File: config.mk
export PLATFORM = sky130hd
export DESIGN_NAME = overtemp_alarm_status_mask
export DESIGN_NICKNAME = d
export VERILOG_FILES = /design/src/core/overtemp_pkg.sv /design/src/core/hyst_flag.sv /design/src/core/overtemp_alarm_status_mask.sv
export SDC_FILE = /design/constraint.sdc
export NUM_CORES = 1
export LEC_CHECK = 0
export ABC_AREA = 1
export BUFFER_PORTS_ARGS = -buffer_cell sky130_fd_sc_hd__buf_4
export CAP_MARGIN = 20
export CORE_MARGIN = 2
export CORE_UTILIZATION = 47
export DETAILED_ROUTE_END_ITERATION = 10
export GPL_TIMING_DRIVEN = 0
export PLACE_DENSITY_LB_ADDON = 0.2
export SYNTH_ARGS = -nofsm -noshare
export SYNTH_HDL_FRONTEND = slang
export SYNTH_SLANG_ARGS = --single-unit
File: constraint.sdc
create_clock -name clk -period 2.2 [get_ports clk]
set_input_delay 0.55 -clock clk [delete_from_list [all_inputs] [get_ports clk]]
set_output_delay 0.55 -clock clk [all_outputs]
set_load 0.005 [all_outputs]
File: src/core/overtemp_pkg.sv
package overtemp_pkg;

    // command bytes of the register map
    localparam logic [7:0] CMD_STATUS_A   = 8'h08;
    localparam logic [7:0] CMD_STATUS_B   = 8'h09;
    localparam logic [7:0] CMD_STATUS_C   = 8'h0a;
    localparam logic [7:0] CMD_MASK_A     = 8'h0c;
    localparam logic [7:0] CMD_MASK_B     = 8'h0d;
    localparam logic [7:0] CMD_MASK_C     = 8'h0e;
    localparam logic [7:0] CMD_LIM_LOCAL  = 8'h40;
    localparam logic [7:0] CMD_LIM_R1_A   = 8'h41;
    localparam logic [7:0] CMD_LIM_R2_A   = 8'h42;
    localparam logic [7:0] CMD_LIM_R1_BC  = 8'h49;
    localparam logic [7:0] CMD_LIM_R2_BC  = 8'h4a;
    localparam logic [7:0] CMD_HYST       = 8'h5a;

    // channel bit positions, shared by status and mask registers
    localparam int BIT_LOCAL  = 0;
    localparam int BIT_REMOTE1 = 1;
    localparam int BIT_REMOTE2 = 2;
    localparam int NUM_CH     = 3;
    localparam int NUM_TIER   = 3;
    localparam int NUM_LIM    = 5;

    // field widths
    localparam int FIELD_W     = 3;
    localparam int LOCAL_LIM_W = 7;
    localparam int HYST_W      = 5;
    localparam int TEMP_W      = 8;

    // indices into the limit array
    localparam int LIM_LOCAL  = 0;
    localparam int LIM_R1_A   = 1;
    localparam int LIM_R2_A   = 2;
    localparam int LIM_R1_BC  = 3;
    localparam int LIM_R2_BC  = 4;

    // reset values
    localparam logic [FIELD_W-1:0] MASK_A_RST    = 3'h1;
    localparam logic [FIELD_W-1:0] MASK_B_RST    = 3'h0;
    localparam logic [FIELD_W-1:0] MASK_C_RST    = 3'h7;
    localparam logic [7:0]         LIM_LOCAL_RST = 8'h55;
    localparam logic [7:0]         LIM_TIER1_RST = 8'h6e;
    localparam logic [7:0]         LIM_TIER2_RST = 8'h55;
    localparam logic [HYST_W-1:0]  HYST_RST      = 5'h0a;
    localparam logic [7:0]         UNMAPPED_DATA = 8'h00;

    typedef struct packed {
        logic       rd;
        logic       wr;
        logic [7:0] cmd;
        logic [7:0] wdata;
    } reg_req_t;

    typedef struct packed {
        logic              valid;
        logic [TEMP_W-1:0] local_temp;
        logic [TEMP_W-1:0] remote1_temp;
        logic [TEMP_W-1:0] remote2_temp;
    } temps_t;

    typedef struct packed {
        logic drive;
        logic oe;
    } od_pin_t;

endpackage

File: src/core/hyst_flag.sv
`timescale 1ns/100ps

module hyst_flag (
    input  wire logic                              clk,
    input  wire logic                              rst_n,
    input  wire logic                              update,
    input  wire logic [overtemp_pkg::TEMP_W-1:0]   reading,
    input  wire logic [overtemp_pkg::TEMP_W-1:0]   limit,
    input  wire logic [overtemp_pkg::HYST_W-1:0]   hyst,
    output logic                                   flag
);

    logic       flag_r;
    logic       flag_nxt;
    logic [8:0] reading_plus_hyst;

    // reading < limit - hyst written as a sum, so a hysteresis above
    // the limit never wraps and simply keeps the flag set
    assign reading_plus_hyst = {1'b0, reading} + {4'h0, hyst};

    always_comb begin
        flag_nxt = flag_r;
        if (update) begin
            if (reading >= limit) begin
                flag_nxt = 1'b1;
            end else if (reading_plus_hyst < {1'b0, limit}) begin
                flag_nxt = 1'b0;
            end
        end
    end

    always_ff @(posedge clk or negedge rst_n) begin
        if (!rst_n) begin
            flag_r <= 1'b0;
        end else begin
            flag_r <= flag_nxt;
        end
    end

    assign flag = flag_r;

endmodule

File: src/core/overtemp_alarm_status_mask.sv
`timescale 1ns/100ps

// What this block does
// third alarm asserts on any unmasked flag
// third alarm releases when flags clear
// status and mask bits 7:3 read zero
// remote two flag with hysteresis, tier two
// remote one flag with hysteresis, tier two
// local flag with hysteresis against local limit
// first mask, 0x0c reset 0x01, blocks
// second mask, 0x0d reset 0x00, blocks
// third mask, 0x0e reset 0x07, blocks
// first status flags remotes at tier one
// one shared hysteresis, 0 to 31 degrees
// alarm pins active low, released otherwise
module overtemp_alarm_status_mask (
    input  wire logic                    clk,
    input  wire logic                    rst_n,
    input  wire overtemp_pkg::reg_req_t  reg_req,
    output logic [7:0]                   reg_rdata,
    output logic                         reg_rvalid,
    input  wire overtemp_pkg::temps_t    temps,
    input  wire logic                    alarm_out_first_in,
    input  wire logic                    alarm_out_second_in,
    input  wire logic                    alarm_out_third_in,
    output overtemp_pkg::od_pin_t        alarm_out_first,
    output overtemp_pkg::od_pin_t        alarm_out_second,
    output overtemp_pkg::od_pin_t        alarm_out_third
);

    localparam int FW = overtemp_pkg::FIELD_W;
    localparam int TW = overtemp_pkg::TEMP_W;
    localparam int HW = overtemp_pkg::HYST_W;

    // configuration state
    logic [FW-1:0] mask_r   [overtemp_pkg::NUM_TIER];
    logic [FW-1:0] mask_nxt [overtemp_pkg::NUM_TIER];
    logic [TW-1:0] lim_r    [overtemp_pkg::NUM_LIM];
    logic [TW-1:0] lim_nxt  [overtemp_pkg::NUM_LIM];
    logic [HW-1:0] hyst_r;
    logic [HW-1:0] hyst_nxt;

    // read port state
    logic [7:0]    rdata_r;
    logic [7:0]    rdata_nxt;
    logic          rvalid_r;
    logic          rvalid_nxt;

    // alarm pin state
    logic [2:0]    alarm_r;
    logic [2:0]    alarm_nxt;

    // flags left after each tier's mask
    logic [FW-1:0] unmasked [overtemp_pkg::NUM_TIER];

    // one open-drain driver per tier, fanned out to the named pins
    overtemp_pkg::od_pin_t pin_drv [overtemp_pkg::NUM_TIER];

    // over-limit flags, one word per tier, bit per channel
    logic [FW-1:0] status [overtemp_pkg::NUM_TIER];
    logic [TW-1:0] reading [overtemp_pkg::NUM_CH];

    assign reading[overtemp_pkg::BIT_LOCAL]   = temps.local_temp;
    assign reading[overtemp_pkg::BIT_REMOTE1] = temps.remote1_temp;
    assign reading[overtemp_pkg::BIT_REMOTE2] = temps.remote2_temp;

    // limit that each tier and channel compares against
    function automatic int lim_index(input int tier, input int ch);
        int idx;
        idx = overtemp_pkg::LIM_LOCAL;
        if (ch == overtemp_pkg::BIT_REMOTE1) begin
            idx = (tier == 0) ? overtemp_pkg::LIM_R1_A : overtemp_pkg::LIM_R1_BC;
        end else if (ch == overtemp_pkg::BIT_REMOTE2) begin
            idx = (tier == 0) ? overtemp_pkg::LIM_R2_A : overtemp_pkg::LIM_R2_BC;
        end
        return idx;
    endfunction

    // hysteresis flags
    // second and third tiers share limits but keep separate flags
    genvar gt, gc;
    generate
        for (gt = 0; gt < overtemp_pkg::NUM_TIER; gt++) begin : g_tier
            for (gc = 0; gc < overtemp_pkg::NUM_CH; gc++) begin : g_ch
                hyst_flag u_flag (
                    .clk     (clk),
                    .rst_n   (rst_n),
                    .update  (temps.valid),
                    .reading (reading[gc]),
                    .limit   (lim_r[lim_index(gt, gc)]),
                    .hyst    (hyst_r),
                    .flag    (status[gt][gc])
                );
            end
        end
    endgenerate

    // mask writes; the pin gating and the mask readback depend on them, the flags do not
    always_comb begin
        for (int i = 0; i < overtemp_pkg::NUM_TIER; i++) begin
            mask_nxt[i] = mask_r[i];
        end

        if (reg_req.wr) begin
            unique case (reg_req.cmd)
                // first mask write
                overtemp_pkg::CMD_MASK_A: begin
                    mask_nxt[0] = reg_req.wdata[FW-1:0];
                end

                // second mask write
                overtemp_pkg::CMD_MASK_B: begin
                    mask_nxt[1] = reg_req.wdata[FW-1:0];
                end

                // third mask write
                overtemp_pkg::CMD_MASK_C: begin
                    mask_nxt[2] = reg_req.wdata[FW-1:0];
                end

                default: begin
                    // other commands leave the masks alone
                end
            endcase
        end
    end

    always_ff @(posedge clk or negedge rst_n) begin
        if (!rst_n) begin
            mask_r[0] <= overtemp_pkg::MASK_A_RST;
            mask_r[1] <= overtemp_pkg::MASK_B_RST;
            mask_r[2] <= overtemp_pkg::MASK_C_RST;
        end else begin
            for (int i = 0; i < overtemp_pkg::NUM_TIER; i++) begin
                mask_r[i] <= mask_nxt[i];
            end
        end
    end

    // limit and hysteresis writes; status registers are read-only and
    // unmapped commands fall through, so those writes are dropped
    always_comb begin
        for (int i = 0; i < overtemp_pkg::NUM_LIM; i++) begin
            lim_nxt[i] = lim_r[i];
        end

        hyst_nxt = hyst_r;
        if (reg_req.wr) begin
            unique case (reg_req.cmd)
                // local limit keeps bit 7 at zero
                overtemp_pkg::CMD_LIM_LOCAL: begin
                    lim_nxt[overtemp_pkg::LIM_LOCAL] =
                        {1'b0, reg_req.wdata[overtemp_pkg::LOCAL_LIM_W-1:0]};
                end

                overtemp_pkg::CMD_LIM_R1_A: begin
                    lim_nxt[overtemp_pkg::LIM_R1_A] = reg_req.wdata;
                end

                overtemp_pkg::CMD_LIM_R2_A: begin
                    lim_nxt[overtemp_pkg::LIM_R2_A] = reg_req.wdata;
                end

                overtemp_pkg::CMD_LIM_R1_BC: begin
                    lim_nxt[overtemp_pkg::LIM_R1_BC] = reg_req.wdata;
                end

                overtemp_pkg::CMD_LIM_R2_BC: begin
                    lim_nxt[overtemp_pkg::LIM_R2_BC] = reg_req.wdata;
                end

                // shared hysteresis
                overtemp_pkg::CMD_HYST: begin
                    hyst_nxt = reg_req.wdata[HW-1:0];
                end

                default: begin
                    // read-only or unmapped: write dropped
                end
            endcase
        end
    end

    always_ff @(posedge clk or negedge rst_n) begin
        if (!rst_n) begin
            lim_r[overtemp_pkg::LIM_LOCAL] <= overtemp_pkg::LIM_LOCAL_RST;
            lim_r[overtemp_pkg::LIM_R1_A]  <= overtemp_pkg::LIM_TIER1_RST;
            lim_r[overtemp_pkg::LIM_R2_A]  <= overtemp_pkg::LIM_TIER1_RST;
            lim_r[overtemp_pkg::LIM_R1_BC] <= overtemp_pkg::LIM_TIER2_RST;
            lim_r[overtemp_pkg::LIM_R2_BC] <= overtemp_pkg::LIM_TIER2_RST;
            hyst_r <= overtemp_pkg::HYST_RST;
        end else begin
            for (int i = 0; i < overtemp_pkg::NUM_LIM; i++) begin
                lim_r[i] <= lim_nxt[i];
            end
            hyst_r <= hyst_nxt;
        end
    end

    // register reads, answered one cycle after the strobe
    always_comb begin
        // rdata holds the last answer, so a late look still sees it
        rdata_nxt  = rdata_r;
        rvalid_nxt = reg_req.rd;

        if (reg_req.rd) begin
            // upper bits padded with zero
            unique case (reg_req.cmd)
                // first status readback
                overtemp_pkg::CMD_STATUS_A: begin
                    rdata_nxt = {5'h00, status[0]};
                end

                overtemp_pkg::CMD_STATUS_B: begin
                    rdata_nxt = {5'h00, status[1]};
                end

                // third status readback
                overtemp_pkg::CMD_STATUS_C: begin
                    rdata_nxt = {5'h00, status[2]};
                end

                overtemp_pkg::CMD_MASK_A: begin
                    rdata_nxt = {5'h00, mask_r[0]};
                end

                overtemp_pkg::CMD_MASK_B: begin
                    rdata_nxt = {5'h00, mask_r[1]};
                end

                overtemp_pkg::CMD_MASK_C: begin
                    rdata_nxt = {5'h00, mask_r[2]};
                end

                overtemp_pkg::CMD_LIM_LOCAL: begin
                    rdata_nxt = lim_r[overtemp_pkg::LIM_LOCAL];
                end

                overtemp_pkg::CMD_LIM_R1_A: begin
                    rdata_nxt = lim_r[overtemp_pkg::LIM_R1_A];
                end

                overtemp_pkg::CMD_LIM_R2_A: begin
                    rdata_nxt = lim_r[overtemp_pkg::LIM_R2_A];
                end

                overtemp_pkg::CMD_LIM_R1_BC: begin
                    rdata_nxt = lim_r[overtemp_pkg::LIM_R1_BC];
                end

                overtemp_pkg::CMD_LIM_R2_BC: begin
                    rdata_nxt = lim_r[overtemp_pkg::LIM_R2_BC];
                end

                overtemp_pkg::CMD_HYST: begin
                    rdata_nxt = {3'h0, hyst_r};
                end

                default: begin
                    rdata_nxt = overtemp_pkg::UNMAPPED_DATA;
                end
            endcase
        end
    end

    always_ff @(posedge clk or negedge rst_n) begin
        if (!rst_n) begin
            rdata_r  <= 8'h00;
            rvalid_r <= 1'b0;
        end else begin
            rdata_r  <= rdata_nxt;
            rvalid_r <= rvalid_nxt;
        end
    end

    assign reg_rdata  = rdata_r;
    assign reg_rvalid = rvalid_r;

    // alarm aggregation; masks gate only the pins, flags stay visible
    always_comb begin
        for (int t = 0; t < overtemp_pkg::NUM_TIER; t++) begin
            // set mask bit hides source
            unmasked[t]  = status[t] & ~mask_r[t];
            // any unmasked flag drives pin
            alarm_nxt[t] = |unmasked[t];
        end
    end

    always_ff @(posedge clk or negedge rst_n) begin
        if (!rst_n) begin
            alarm_r <= 3'h0;
        end else begin
            alarm_r <= alarm_nxt;
        end
    end

    genvar gp;
    generate
        for (gp = 0; gp < overtemp_pkg::NUM_TIER; gp++) begin : g_pin
            // open drain, pulled low while asserted
            // drive stays low; the board pull-up makes the idle level
            assign pin_drv[gp] = '{drive: 1'b0, oe: alarm_r[gp]};
        end
    endgenerate

    assign alarm_out_first  = pin_drv[0];
    assign alarm_out_second = pin_drv[1];
    assign alarm_out_third  = pin_drv[2];

endmodule

==> qor.yml <==
timing:
  fin_skew_ps: 3.835
  max_freq_mhz: 390.5
  slew_headroom: 0.4209
  period_share: 1.164
  finalCriticalPeriod_ps: 2561
  maxSlewViolCount: 0
  worst_slew_pin_slew_ps: 868.6
  setup_viol: 5
  setup_slack_ps: -361.0
  tns_ps: -1600
  hold_viol: 0
  hold_ws_ps: 329.1
  grt_setup_unrepaired: "true"
synthesis:
  ys_async_sr_fraction: 1.000
  netlist_top_cells_count: "218 x nand2_1, 120 x inv_1, 88 x ha_1, 42 x dfrtp_1, 41 x a21oi_1"
  synth.most_common_cell: "nand2_1"
  yosysWarnings: 0
  seq_area_frac_synth: 0.3055
  syn-cell-area_sq_mm: 0.005849
  synth_edf_count: 0
  yosysUniqueCellTypes: 42
  synth.top_cell.area_share: 0.1882
  netlist_instances: 756
  synth.largest_area_cell: "ha_1"
  ys.flop_type: "dfrtp_1"
  synth_area_per_cell_sq_um: 7.737
  synth-seq-cells: 70
  synthTopCellsByArea: "ha_1 19%, dfrtp_1 18%, nand2_1 14%"
worst_setup_path:
  rr_endpoint: "g_tier[0].g_ch[0].u_flag.flag$_DFFE_PN0P_"
  critical_path_class: "reg -> reg"
  cp_max_fo: 4
  startpoint: "hyst_r[0]$_DFFE_PN0P_"
  crit_cells: 15
  ff2ff_path_depth: 15
  worst_ep_arrival_time_ps: 2780
  reg2reg_slack_ps: -360
  cp_slowest_cell: "dfrtp_2"
  path_delay_family: "adder cells"
  cp-endpoint: "g_tier[0].g_ch[0].u_flag.flag$_DFFE_PN0P_"
  cpMostUsedCell: "nand2_1"
  worst-path-buf-inv: 2
  r2r_start: "hyst_r[0]$_DFFE_PN0P_"
  start_kind: "flop"
  cpPeakStageDelay_ps: 480
  crit_required_ps: 2420
  worstPathCellList: "buf_4, ha_4, inv_2, fa_2, o21ai_2, nand2_1, a21oi_2, xor2_1, ha_1, nand2_1, nand3b_1, a21oi_2, nand2_1, nand2_1, nand2_1"
  crit_path_end_kind: "flop"
cts:
  clock_path_buffers: 2
  clock_sinks: 70
  cts_tree: "built"
  htreeDepth: 3
  cts_root_buf: "clkbuf_16"
  insertion_delay_ps: 330
  clkTransAtPathRegs_ps: 50
  cts_buffers: 9
routing:
  drtAntennaViolNets: 0
  dr_total_vias: 5354
  routed_wl_microns: 16390
  via_per_inst: 5.349
  drt-initial-drc-count: 290
  drc: 0
  wl_per_cell_microns: 16.37
  first_pass_iters: 7
global_routing:
  grt_start_max_net_pins: 71
  grt_pass1_vias: 5442
  grt_usage: 0.2548
  grt_overflow: 0
  antenna_found_initial: 0
  grt_pass1_wl_microns: 26230
worst_hold_path:
  hp-class: "in -> async"
placed_design:
  place_ws_ps: -480.1
  hpwlAfterDp_microns: 12800
  io_buffers: 54
  placedInstanceArea_sq_mm: 0.006516
  place.gp.congestion: 0.9490
  dp.cells: 980
floorplan:
  die_w_microns: 115.6
  die_y_microns: 115.6
  row_count: 40
  die_area_sq_mm: 0.01335
  start_util: 0.4850
  ios: 63
  coreArea_sq_mm: 0.01206
pwr:
  p_leak_nw: 3.505
  ir_drop_mv: 0.3073
  totalPowerFinal_mw: 4.479
  p_per_area_mw_per_mm2: 631.3
cells_and_area:
  final_util: 0.5882
  fin_nets: 967
  fin_cells: 1001
  fin_area_sq_mm: 0.007094
  nFillCells: 1062
  n_antenna_cell: 0
  syn_to_final_growth_pct: 21.28
  drive_above_1_share: 0.2473
run_status:
  violations: "setup timing"
  status: "finished with violations"
flow_run:
  cap_viol_max_count: 0
## worst min-delay path by stage
stage	to	from
after global routing	lim_r[1]$_DFFE_PN0P_	rst_n
after detailed placement	g_tier[0].g_ch[1].u_flag.flag$_DFFE_PN0P_	g_tier[0].g_ch[1].u_flag.flag$_DFFE_PN0P_
after floorplan	alarm_r[0]$_DFF_PN0_	rst_n
after CTS	lim_r[1]$_DFFE_PN0P_	rst_n
final	lim_r[1]$_DFFE_PN0P_	rst_n
after global placement	lim_r[5]$_DFFE_PN0P_	lim_r[5]$_DFFE_PN0P_
## state kept, by name, indices dropped and copies added, names as in the netlist
signal,cells
reg_rvalid,1
reg_rdata,8
alarm_r,3
hyst_r,5
mask_r,9
lim_r,39
g_tier.g_ch.u_flag.flag,5
## what timing repair did
| action | CTS | global route |
|---|---|---|
| pin swaps | 8 | 12 |
| resized for setup | 19 | 12 |
| hold endpoints to repair | 0 | 0 |
| gates cloned | 0 | 0 |
| hold buffers | 0 | 0 |
| buffers inserted | 2 | 3 |
| endpoints found under the setup margin | 5 | 5 |
## logic make-up after synthesis
| family | count (synthesis) | synth area share |
|---|---|---|
| buffers and inverters | 139 | 0.09925 |
| AND/OR/NAND/NOR | 294 | 0.2193 |
| AO/OA/AOI/OAI | 145 | 0.1529 |
| flip-flops | 70 | 0.3055 |
| other | 1 | 0.0006411 |
| adder cells (fa/ha/maj) | 91 | 0.1985 |
| XOR/XNOR | 16 | 0.02396 |
## cell type report
| type | instances | area, sq um | share of cell area |
|---|---|---|---|
| multi-input combinational | 549 | 3681 | 0.5189 |
| sequential | 70 | 1788 | 0.2520 |
| inverter | 129 | 489.2 | 0.06896 |
| timing repair buffer | 59 | 446.7 | 0.06296 |
| clock buffer | 9 | 225.2 | 0.03175 |
| tap | 168 | 210.2 | 0.02963 |
| clock inverter | 7 | 160.2 | 0.02258 |
| buffer | 10 | 93.84 | 0.01323 |
## cell usage in the layout, fill, tap and decap left out, drive strengths merged, types with 2 or more instances in the layout
master / netlist / layout
ha: 88 / 88
clkinv: 1 / 3
conb: 1 / 3
o211ai: 2 / 2
bufinv: 0 / 5
fa: 3 / 3
o22ai: 13 / 13
a21oi: 41 / 41
o21bai: 2 / 2
o221ai: 3 / 3
dfrtp: 42 / 42
xor2: 7 / 7
a21o: 2 / 2
dfstp: 28 / 28
nor3: 7 / 7
xnor2: 9 / 9
nor2: 31 / 31
inv: 128 / 128
buf: 10 / 69
o31ai: 2 / 2
nand3: 14 / 14
o2111ai: 4 / 4
clkbuf: 0 / 9
nand2: 229 / 229
o21ai: 74 / 74
nor3b: 3 / 3
nand4: 9 / 9
## per-layer routing
| metal | vias to the layer above | track usage | share of wire |
|---|---|---|---|
| li1 | 2605 | - | - |
| met5 | - | 0 | 0 |
| met1 | 2569 | 0.3079 | 0.43 |
| met4 | 0 | 0.1221 | 0.038 |
| met2 | 140 | 0.4441 | 0.49 |
| met3 | 40 | 0.03923 | 0.041 |
## report_power, final
part,internal (mW),leakage (nW),switching (mW)
Sequential,1.38,0.821,0.0641
Combinational,0.481,2.49,0.688
Clock,1.33,0.189,0.537
Total,3.19,3.50,1.29
## worst reg2reg max path: stages, from the launching register on
cell and delay, ps:
dfrtp_2 480, buf_4 160, ha_4 120, inv_2 30
fa_2 350, o21ai_2 160, nand2_1 80, a21oi_2 130
xor2_1 170, ha_1 270, nand2_1 80, nand3b_1 90
a21oi_2 130, nand2_1 80, nand2_1 70, nand2_1 50
Note: power is estimated with default switching activity, not from simulation.
